$ cat src/cmpl_defs.vh
// Register map, field positions, reset values and divider constants for the
// comparator output and latch-source block. Included by cmpl_top.v only.
`ifndef CMPL_DEFS_VH
`define CMPL_DEFS_VH

// Byte addresses on the APB register bus
`define CMPL_ADDR_CTRL0      12'h000
`define CMPL_ADDR_CTRL1      12'h004
`define CMPL_ADDR_OUT        12'h008
`define CMPL_ADDR_LSRC       12'h00c
`define CMPL_ADDR_FLAG       12'h010
`define CMPL_ADDR_DIV        12'h014

// Control register 0 fields
`define CMPL_C0_ENABLE       7
`define CMPL_C0_RESULT       6
`define CMPL_C0_PIN_OE       5
`define CMPL_C0_POL          4
`define CMPL_C0_SPEED        2
`define CMPL_C0_HYST         1
`define CMPL_C0_SYNC         0
`define CMPL_C0_WMASK        8'hb7
`define CMPL_C0_RESET        8'h04

// Control register 1 fields
`define CMPL_C1_RISE         7
`define CMPL_C1_FALL         6
`define CMPL_C1_WMASK        8'hf1
`define CMPL_C1_RESET        8'h00

// Latch source select fields
`define CMPL_LS_PIN_SET      7
`define CMPL_LS_CLK_SET      6
`define CMPL_LS_CMP_SET      4
`define CMPL_LS_PIN_RST      3
`define CMPL_LS_CLK_RST      2
`define CMPL_LS_CMP_RST      0
`define CMPL_LS_WMASK        8'hdd
`define CMPL_LS_RESET        8'h00

// Flag register and divider register
`define CMPL_FLAG_BIT        0
`define CMPL_DIV_RESET       3'h0
`define CMPL_DIV_BASE        4'h2

`endif

$ cat src/cmpl_top.v
// Digital side of one analog comparator plus the set/reset source selection
// of the latch it feeds, with an APB slave for its registers.
// Assumes the raw comparator decision arrives already resolved to a level,
// and the timer source clock arrives synchronous to clk_sys as a level.
//
// Chosen here: the address map and the APB slave port.
`timescale 1ns/1ps
`default_nettype none
`include "cmpl_defs.vh"

module cmpl_top (
	// Clock and reset
	input  wire        clk_sys,
	input  wire        rst_b,

	// APB slave
	input  wire        psel,
	input  wire        penable,
	input  wire        pwrite,
	input  wire [11:0] paddr,
	input  wire [31:0] pwdata,
	output reg  [31:0] prdata,
	output reg         pready,
	output reg         pslverr,

	// Analog decision, latch pin, timer clock and port state
	input  wire        cmp_raw_decision,
	input  wire        latch_input_pin,
	input  wire        timer_source_clock,
	input  wire        port_data_latch,
	input  wire        port_direction_bit,

	// Pin and timer outputs
	output reg         cmp_pin_value,
	output reg         cmp_pin_oe_b,
	output reg         cmp_timer_gate,

	// Latch observation
	output reg         latch_set_in,
	output reg         latch_reset_in,
	output reg         latch_q,

	// Flag copy and analog trim
	output reg         cmp_int_flag_out,
	output reg         cmp_speed_select,
	output reg         cmp_hyst_en
);

	// Software-visible state
	reg  [7:0] cmp_control_0_q;
	reg  [7:0] cmp_control_1_q;
	reg  [7:0] latch_source_select_q;
	reg  [2:0] div_sel_q;
	reg        cmp_int_flag_q;

	// Result pipeline and timer clock history
	reg        cmp_result_q;
	reg        cmp_result_prev_q;
	reg        cmp_synced_result_q;
	reg        tclk_prev_q;

	// Divider for the latch clock
	reg  [8:0] div_cnt_q;
	reg        latch_divided_clock_q;

	// Read word chosen by the address during setup
	reg [31:0] rd_word_d;

	// Control bit aliases
	wire       cmp_enable_bit;
	wire       cmp_polarity;
	wire       cmp_sync_en;
	wire       cmp_pin_out_en;

	// Result path and edge detection
	wire       cmp_result_now;
	wire       cmp_ext_result;
	wire       tclk_fall;
	wire       rise_hit;
	wire       fall_hit;
	wire       edge_hit;

	// Bus strobes and flag clear
	wire       wr_en;
	wire       setup_phase;
	wire       clr_flag;

	// Latch source combination and divider terminal count
	wire       set_d;
	wire       reset_d;
	wire [8:0] div_last;

	// Reads as one byte in the low lane with upper bits zero
	function [31:0] byte_word;
		input [7:0] b;
		begin
			byte_word = {24'h000000, b};
		end
	endfunction

	// Terminal count of the divider: period 2^(code+2) cycles
	function [8:0] div_term;
		input [2:0] code;
		reg   [9:0] period;
		begin
			period   = 10'h001 << ({1'b0, code} + `CMPL_DIV_BASE);
			div_term = period[8:0] - 9'h001;
		end
	endfunction

	// True for the six mapped byte addresses; shared by data and error
	// decode so that a hole can never return stale data without an error
	function addr_known;
		input [11:0] a;
		begin
			case (a)
				`CMPL_ADDR_CTRL0, `CMPL_ADDR_CTRL1, `CMPL_ADDR_OUT,
				`CMPL_ADDR_LSRC, `CMPL_ADDR_FLAG, `CMPL_ADDR_DIV: begin
					addr_known = 1'b1;
				end
				default: begin
					addr_known = 1'b0;
				end
			endcase
		end
	endfunction

	assign cmp_enable_bit = cmp_control_0_q[`CMPL_C0_ENABLE];
	assign cmp_polarity   = cmp_control_0_q[`CMPL_C0_POL];
	assign cmp_sync_en    = cmp_control_0_q[`CMPL_C0_SYNC];
	assign cmp_pin_out_en = cmp_control_0_q[`CMPL_C0_PIN_OE];

	// Raw decision is high when plus input exceeds minus; gated then polarised
	assign cmp_result_now = (cmp_enable_bit & cmp_raw_decision) ^ cmp_polarity;

	// External copy is the live result unless sync is on; then the held value
	assign cmp_ext_result = cmp_sync_en ? cmp_synced_result_q : cmp_result_now;

	// Timer clock falls here; timer counts on the rising edge so they never meet
	assign tclk_fall = tclk_prev_q & ~timer_source_clock;

	// APB strobes: zero-wait access phase
	assign wr_en    = psel & penable & pwrite;
	assign setup_phase = psel & ~penable;
	assign clr_flag = wr_en & (paddr == `CMPL_ADDR_FLAG) & ~pwdata[`CMPL_FLAG_BIT];

	// Edge detection against the value seen one cycle earlier
	assign rise_hit = cmp_result_q & ~cmp_result_prev_q;
	assign fall_hit = ~cmp_result_q & cmp_result_prev_q;

	// Only enabled edges reach the flag
	assign edge_hit = (cmp_control_1_q[`CMPL_C1_RISE] & rise_hit) |
	                  (cmp_control_1_q[`CMPL_C1_FALL] & fall_hit);

	assign div_last = div_term(div_sel_q);

	// Latch set and reset sources
	assign set_d   = (latch_source_select_q[`CMPL_LS_PIN_SET] & latch_input_pin) |
	                 (latch_source_select_q[`CMPL_LS_CLK_SET] & latch_divided_clock_q) |
	                 (latch_source_select_q[`CMPL_LS_CMP_SET] & cmp_ext_result);
	assign reset_d = (latch_source_select_q[`CMPL_LS_PIN_RST] & latch_input_pin) |
	                 (latch_source_select_q[`CMPL_LS_CLK_RST] & latch_divided_clock_q) |
	                 (latch_source_select_q[`CMPL_LS_CMP_RST] & cmp_ext_result);

	// Register writes; reserved and read-only bits are masked off
	always @(posedge clk_sys or negedge rst_b) begin
		if (!rst_b) begin
			cmp_control_0_q       <= `CMPL_C0_RESET;
			cmp_control_1_q       <= `CMPL_C1_RESET;
			latch_source_select_q <= `CMPL_LS_RESET;
			div_sel_q             <= `CMPL_DIV_RESET;
		end else if (wr_en) begin
			case (paddr)
				`CMPL_ADDR_CTRL0: begin
					cmp_control_0_q <= pwdata[7:0] & `CMPL_C0_WMASK;
				end
				`CMPL_ADDR_CTRL1: begin
					cmp_control_1_q <= pwdata[7:0] & `CMPL_C1_WMASK;
				end
				`CMPL_ADDR_LSRC: begin
					latch_source_select_q <= pwdata[7:0] & `CMPL_LS_WMASK;
				end
				`CMPL_ADDR_DIV: begin
					div_sel_q <= pwdata[2:0];
				end
				default: begin
					div_sel_q <= div_sel_q;
				end
			endcase
		end
	end

	// Interrupt flag: hardware set beats a software clear in the same cycle
	always @(posedge clk_sys or negedge rst_b) begin
		if (!rst_b) begin
			cmp_int_flag_q <= 1'b0;
		end else if (edge_hit) begin
			cmp_int_flag_q <= 1'b1;
		end else if (clr_flag) begin
			cmp_int_flag_q <= 1'b0;
		end
	end

	// Result sampled each cycle; sync copy taken on timer clock falling edge
	always @(posedge clk_sys or negedge rst_b) begin
		if (!rst_b) begin
			cmp_result_q        <= 1'b0;
			cmp_result_prev_q   <= 1'b0;
			cmp_synced_result_q <= 1'b0;
			tclk_prev_q         <= 1'b0;
		end else begin
			cmp_result_q      <= cmp_result_now;
			cmp_result_prev_q <= cmp_result_q;
			tclk_prev_q       <= timer_source_clock;
			if (tclk_fall) begin
				cmp_synced_result_q <= cmp_result_now;
			end
		end
	end

	// Divided latch clock: free-running counter, one-cycle pulse at wrap
	always @(posedge clk_sys or negedge rst_b) begin
		if (!rst_b) begin
			div_cnt_q             <= 9'h000;
			latch_divided_clock_q <= 1'b0;
		end else if (div_cnt_q >= div_last) begin
			div_cnt_q             <= 9'h000;
			latch_divided_clock_q <= 1'b1;
		end else begin
			div_cnt_q             <= div_cnt_q + 9'h001;
			latch_divided_clock_q <= 1'b0;
		end
	end

	// Pin data; every output is registered, so the pin lags the result a cycle
	always @(posedge clk_sys or negedge rst_b) begin
		if (!rst_b) begin
			cmp_pin_value <= 1'b0;
		end else if (cmp_pin_out_en) begin
			cmp_pin_value <= cmp_ext_result;
		end else begin
			cmp_pin_value <= port_data_latch;
		end
	end

	// Pin driver needs output enable, output direction and the enable bit
	always @(posedge clk_sys or negedge rst_b) begin
		if (!rst_b) begin
			cmp_pin_oe_b <= 1'b1;
		end else begin
			cmp_pin_oe_b <= ~(cmp_pin_out_en & ~port_direction_bit & cmp_enable_bit);
		end
	end

	// Timer gate source; without sync the timer may see a moving edge
	always @(posedge clk_sys or negedge rst_b) begin
		if (!rst_b) begin
			cmp_timer_gate <= 1'b0;
		end else begin
			cmp_timer_gate <= cmp_ext_result;
		end
	end

	// Combined set and reset inputs, shown as levels
	always @(posedge clk_sys or negedge rst_b) begin
		if (!rst_b) begin
			latch_set_in   <= 1'b0;
			latch_reset_in <= 1'b0;
		end else begin
			latch_set_in   <= set_d;
			latch_reset_in <= reset_d;
		end
	end

	// Latch state; reset wins when both inputs are high at once
	always @(posedge clk_sys or negedge rst_b) begin
		if (!rst_b) begin
			latch_q <= 1'b0;
		end else if (reset_d) begin
			latch_q <= 1'b0;
		end else if (set_d) begin
			latch_q <= 1'b1;
		end
	end

	// Flag copy for the interrupt controller, one cycle behind the flag
	always @(posedge clk_sys or negedge rst_b) begin
		if (!rst_b) begin
			cmp_int_flag_out <= 1'b0;
		end else begin
			cmp_int_flag_out <= cmp_int_flag_q;
		end
	end

	// Analog trim bits; speed leaves reset in the normal mode
	always @(posedge clk_sys or negedge rst_b) begin
		if (!rst_b) begin
			cmp_speed_select <= 1'b1;
			cmp_hyst_en      <= 1'b0;
		end else begin
			cmp_speed_select <= cmp_control_0_q[`CMPL_C0_SPEED];
			cmp_hyst_en      <= cmp_control_0_q[`CMPL_C0_HYST];
		end
	end

	// Read mux: each register is one byte in the low lane
	always @* begin
		rd_word_d = 32'h00000000;
		case (paddr)
			`CMPL_ADDR_CTRL0: begin
				rd_word_d = byte_word({cmp_control_0_q[7], cmp_result_q, cmp_control_0_q[5:0]});
			end
			`CMPL_ADDR_CTRL1: begin
				rd_word_d = byte_word(cmp_control_1_q);
			end
			`CMPL_ADDR_OUT: begin
				rd_word_d = byte_word({7'h00, cmp_result_q});
			end
			`CMPL_ADDR_LSRC: begin
				rd_word_d = byte_word(latch_source_select_q);
			end
			`CMPL_ADDR_FLAG: begin
				rd_word_d = byte_word({7'h00, cmp_int_flag_q});
			end
			`CMPL_ADDR_DIV: begin
				rd_word_d = byte_word({5'h00, div_sel_q});
			end
			default: begin
				rd_word_d = 32'h00000000;
			end
		endcase
	end

	// APB answer in the first access cycle; holes answer with an error
	// Reads have no side effects, so only the setup phase matters here
	always @(posedge clk_sys or negedge rst_b) begin
		if (!rst_b) begin
			prdata  <= 32'h00000000;
			pready  <= 1'b0;
			pslverr <= 1'b0;
		end else if (setup_phase) begin
			prdata  <= addr_known(paddr) ? rd_word_d : 32'h00000000;
			pready  <= 1'b1;
			pslverr <= ~addr_known(paddr);
		end else begin
			prdata  <= 32'h00000000;
			pready  <= 1'b0;
			pslverr <= 1'b0;
		end
	end

endmodule // cmpl_top

`default_nettype wire

$ cat config.mk
export PLATFORM = sky130hd
export DESIGN_NAME = cmpl_top
export DESIGN_NICKNAME = d
export VERILOG_FILES = /design/src/cmpl_top.v
export VERILOG_INCLUDE_DIRS = /design/src
export SDC_FILE = /design/constraint.sdc
export NUM_CORES = 1
export LEC_CHECK = 0
export ABC_AREA = 1
export BUFFER_PORTS_ARGS = -buffer_cell sky130_fd_sc_hd__buf_4
export CAP_MARGIN = 20
export CORE_ASPECT_RATIO = 2
export CORE_MARGIN = 2
export CORE_UTILIZATION = 45
export CTS_CLUSTER_SIZE = 10
export DETAILED_ROUTE_END_ITERATION = 8
export PLACE_DENSITY_LB_ADDON = 0.08
export SETUP_SLACK_MARGIN = 0.5
export SLEW_MARGIN = 10
export SYNTH_ARGS = -nofsm -noshare
export SYNTH_HDL_FRONTEND = slang
export SYNTH_SLANG_ARGS = --single-unit
$ cat constraint.sdc
create_clock -name clk_sys -period 4.5 [get_ports clk_sys]
set_clock_uncertainty 0.15 [all_clocks]
set_input_delay 0.45 -clock clk_sys [delete_from_list [all_inputs] [get_ports clk_sys]]
set_output_delay 0.45 -clock clk_sys [all_outputs]
set_load 0.005 [all_outputs]
======== Word-level counts from Yosys, hierarchy flattened ========
Cells that the tools add are included.
word-level totals
  register bits after elaboration ......... 78
  latch bits .............................. 0
  memory bits (writable) .................. 0
  memory bits (read-only) ................. 0
  input bits .............................. 54
  output and inout bits ................... 43
  word-level logic and storage cells ...... 89
  memories ................................ 0
operators by class
  add/subtract/negate cells ............... 3
  multiply operators ...................... 0
  divide/modulo/power cells ............... 0
  order comparisons ....................... 1
  eq/ne operators ......................... 5
  shift operators ......................... 1
  muxes and demuxes ....................... 15
  bitwise logic cells ..................... 33
  reductions and logical operators ........ 8
operators by type and width
  cell                                                                    count
  32-bit 2-to-1 mux                                                       2
  8-bit case mux with 6 select lines                                      1
  12-bit by 4-bit equality test with 1-bit output, second input constant  2
  12-bit by 5-bit equality test with 1-bit output, second input constant  2
  1-bit bitwise AND                                                       19
  12-bit by 3-bit equality test with 1-bit output, second input constant  1
  12-bit zero test                                                        1
  1-bit 2-to-1 mux                                                        11
  9-bit by 1-bit adder with 9-bit output, second input constant           1
  9-bit >= comparator                                                     1
  9-bit 2-to-1 mux                                                        1
  1-bit by 4-bit left shift with 9-bit output, first input constant       1
  9-bit by 1-bit subtractor with 9-bit output, second input constant      1
  1-bit NOT                                                               8
  2-bit AND reduction                                                     4
  6-bit OR reduction                                                      1
  1-bit bitwise OR                                                        5
  3-bit by 2-bit adder with 4-bit output, second input constant           1
  2-bit nonzero test                                                      2
  1-bit bitwise XOR                                                       1

======== Depth between registers and ports, before layout ========
  depth after elaboration ................. 7
  mapped depth ............................ 13
  gate-level depth less buffers ........... 13

======== Worst setup path before layout ========
Ideal clock, no wire load.
  path kind ............................... register to register
  start point ............................. register div_sel_q[1]
  end point ............................... register div_cnt_q[0]
  library setup time ...................... 0.080 ns
  data arrival time ....................... 2.606 ns
  data required time ...................... 4.270 ns
  setup slack ............................. 1.664 ns
  cell stages (with the launch flop) ...... 13
  path buffers ............................ 0
  period minus slack after synthesis ...... 2.836 ns
  cells stage by stage .................... dfrtp_1 -> inv_1 -> ha_1 -> nor3_1 -> nand2_1 -> ha_1 -> o21ai_0 -> xnor2_1 -> ha_1 -> a21oi_1 -> o21a_1 -> nand4_1 -> nor2_1
between the ends
  word-level cells in the longest chain between the ends .. 5
RTL lines
  item                                              line            RTL
  start: declaration                                cmpl_top.v:53   reg [2:0] div_sel_q;
  start signal: assignment                          cmpl_top.v:171  div_sel_q <= `CMPL_DIV_RESET;
  start signal: assignment                          cmpl_top.v:184  div_sel_q <= pwdata[2:0];
  start signal: assignment                          cmpl_top.v:187  div_sel_q <= div_sel_q;
  3-bit by 2-bit adder with 4-bit output (no line)  --
  1-bit by 4-bit left shift with 9-bit output       cmpl_top.v:106  period = 10'h001 << ({1'b0, code} + `CMPL_DIV_BASE);
  9-bit by 1-bit subtractor with 9-bit output       cmpl_top.v:107  div_term = period[8:0] - 9'h001;
  9-bit >= comparator                               cmpl_top.v:226  end else if (div_cnt_q >= div_last) begin
  9-bit 2-to-1 mux                                  cmpl_top.v:226
  end signal: assignment                            cmpl_top.v:230  div_cnt_q <= div_cnt_q + 9'h001;
  end: declaration                                  cmpl_top.v:63   reg [8:0] div_cnt_q;
No other way between the ends.
A chain may end at the register's enable or synchronous reset.

======== Final worst setup path ========
  start point ............................. register div_sel_q[1]
  end point ............................... register div_cnt_q[2]
Same word-level chain as after synthesis.

==> flow_metrics.py <==
metrics = {
    "outcome": {
        "status": "finished clean",
    },
    "logic_synthesis": {
        "yosys.area.top_type": "dfrtp_1",
        "synth_area_sq_mm": 0.003109,
        "yosysUniqueCellTypes": 34,
        "yosysSeqAreaShare_pct": 43.58,
        "synth.top_cells.by_area": "dfrtp_1 41%, nand2_1 6.9%, ha_1 6.8%",
        "synth_cells": 353,
        "ys_ff_latch": 54,
        "synthArstFlopShare_pct": 100.0,
        "syn_avg_cell_area_sq_um": 8.808,
        "yosysWarnings": 0,
        "synth-edff-count": 0,
        "synth_top_area_share_pct": 41.05,
        "synthFlopType": "dfrtp_1",
    },
    "setup_path": {
        "max_stage_delay_ns": 0.49,
        "crit_start": "div_sel_q[1]",
        "crit_type": "reg -> reg",
        "r2r-start": "div_sel_q[1]",
        "startpoint_type": "flop",
        "path_cells": "inv_1, ha_1, nor3_1, nand2_1, ha_1, o21ai_0, xnor2_1, ha_1, a21oi_1, o21a_1, nand4_1, nor2_1",
        "critPathTopFamily": "simple AND/OR/NAND/NOR gates",
        "crit_top_cell": "ha_1",
        "endpoint_kind": "flop",
        "crit_fanout": 10,
        "arrival_ns": 3.43,
        "crit_path_top_delay_cell": "dfrtp_1",
        "cp_num_buf_inv": 1,
        "worstPathRequired_ns": 4.56,
    },
    "clock_network": {
        "clock_sinks": 54,
        "cts_setup_buffers": 0,
        "cts_tree": "built",
        "cts_buffers": 5,
        "holdBufCountCts": 0,
        "cts_resized": 0,
        "path_clk_slew_ns": 0.07,
        "cts_max_path_buffers": 2,
        "insertion_delay_ns": 0.30,
        "root_buffer": "clkbuf_16",
        "cts_max_level": 2,
    },
    "route": {
        "antenna_left": 0,
        "via_per_inst": 4.665,
        "dr.pass1.iters": 4,
        "wl_per_cell_um": 13.51,
        "drt_iter0_drc": 76,
        "drc": 0,
        "wl_mm": 6.662,
        "vias": 2300,
    },
    "final_layout": {
        "insertedDiodeCount": 0,
        "drive_gt1_share_pct": 26.42,
        "syn_to_final_growth_pct": 15.73,
        "fin_cells": 493,
        "final_core_utilization_pct": 53.92,
        "layout_common_cells": "57 x nand2_1, 51 x dfrtp_1, 48 x buf_4",
        "fin_nets": 475,
        "mostFrequentLayoutCell": "nand2_1",
    },
    "placement": {
        "post-dp-hpwl_mm": 5.295,
        "gp_congestion": 0.8087,
        "placed_cells": 485,
        "port_buffers": 48,
    },
    "timing": {
        "rsz0062_at_grt": "false",
        "finalSetupTns_ns": 0,
        "max_freq_ghz": 0.2971,
        "drv_slew": 0,
        "worst_slew_pin_slew_ns": 0.6979,
        "finalCriticalPeriod_ns": 3.366,
        "hold_viol_final": 0,
        "finalSetupViolCount": 0,
        "finalCritPeriodShare_pct": 74.80,
        "slew_headroom_pct": 53.47,
    },
    "floorplan": {
        "die_w_um": 62.78,
        "fp.dieH_um": 121.6,
        "start_util_pct": 46.59,
        "num_io_pins": 97,
        "core_area_sq_mm": 0.006674,
        "rows": 42,
        "die_area_sq_mm": 0.007630,
    },
    "global_routing": {
        "antenna_found_initial": 0,
        "grt-ovfl-total": 0,
        "grt_max_degree": 55,
        "grt_usage_pct": 19.25,
        "grt_pass1_vias": 2316,
        "grt_pass1_wl_mm": 11.11,
    },
    "pwr": {
        "share_seq_of_total_power_pct": 52.4,
        "p_sw_w": 0.0002147,
        "clkPwrFrac_pct": 40.9,
        "p_leak_nw": 1.919,
        "p_sw_share_pct": 22.96,
        "total_power_w": 0.0009354,
        "power_density_mw_per_mm2": 259.9,
        "peakVddDrop_uv": 326.3,
        "p_int_w": 0.0007207,
        "pwr-share-comb_pct": 6.7,
    },
    "run": {
        "drv_cap": 0,
    },
    "hold_path": {
        "hp-class": "in -> async",
    },
}
-- path summary, 6_finish.rpt --
check	cells after the start	slack, ns	end
max in group asynchronous	1	3.69	div_cnt_q[6]
worst min register to register	0	0.24	cmp_speed_select
min in group clk_sys	1	0.12	tclk_prev_q
worst max-delay path	12	1.13	div_cnt_q[2]
worst min-delay path	1	0.04	pready
worst max register to register	12	1.13	div_cnt_q[2]
-- power groups by stage --
stage	registers, W	logic, W	clock network (W)
global route	0.000490	0.0000712	0.000412
global placement	0.000500	0.0000625	0
finish	0.000490	0.0000623	0.000383
floorplan	0.000500	0.0000400	0
detailed placement	0.000500	0.0000634	0
CTS	0.000490	0.0000635	0.000396
-- registers in the layout, indices dropped and copies added, names as in the netlist, 3 cells and up --
name / count
div_sel_q: 3
cmp_control_1_q: 5
cmp_control_0_q: 6
latch_source_select_q: 6
div_cnt_q: 9
prdata: 8
-- stage by stage --
stage          hold slack [ns]  instance area (sq um)  worst slack [ns]
2_1_floorplan         0.004409                   3196             1.664
3_3_place_gp            0.2228                   3456             1.196
3_5_place_dp            0.2269                   3456             1.106
4_1_cts                0.07205                   3598             1.094
5_1_grt                 0.1016                   3598            0.8057
6_report               0.03678                   3598             1.134
-- layout make-up --
type | instances | area, sq um
Timing Repair Buffer | 48 | 360.3
Clock inverter | 2 | 13.76
Multi-Input combinational cell | 247 | 1449
Clock buffer | 6 | 128.9
Sequential cell | 54 | 1355
Tap cell | 88 | 110.1
Fill cell | 649 | 3075
Inverter | 48 | 181.4
-- cell usage after synthesis (4+ instances only) --
library cell	count
inv_1	44
nor2_2	6
nand2_4	6
xnor2_1	4
nand2_1	57
o21ai_0	10
o21ai_2	13
o21ai_1	6
buf_4	24
nand4_1	8
xor2_1	7
nand3_1	16
a21oi_1	8
nor3_1	4
ha_1	17
nand2_2	13
nor2_1	36
dfrtp_1	51
-- routing by layer --
metal	global-route usage, %	vias up	wire (um)	share of wire (%)
met3	2.770	15	156	2.3
met4	10.00	0	224	3.4
met2	38.17	36	4015	60
li1	-	1167	-	-
met1	18.72	1082	2266	34
met5	0	-	0	0
-- cells by family (layout without fill, tap and decap cells) --
group	count (synthesis)	count (layout)	synth area share, %
AND/OR/NAND/NOR	154	154	25.03
XOR/XNOR	11	11	3.099
AO/OA/AOI/OAI	41	41	8.733
adder cells (fa/ha/maj)	17	17	6.841
flip-flops	54	54	43.58
other	1	24	0.1206
buffers and inverters	75	104	12.60
No activity file was read; power rests on OpenSTA's default activity.
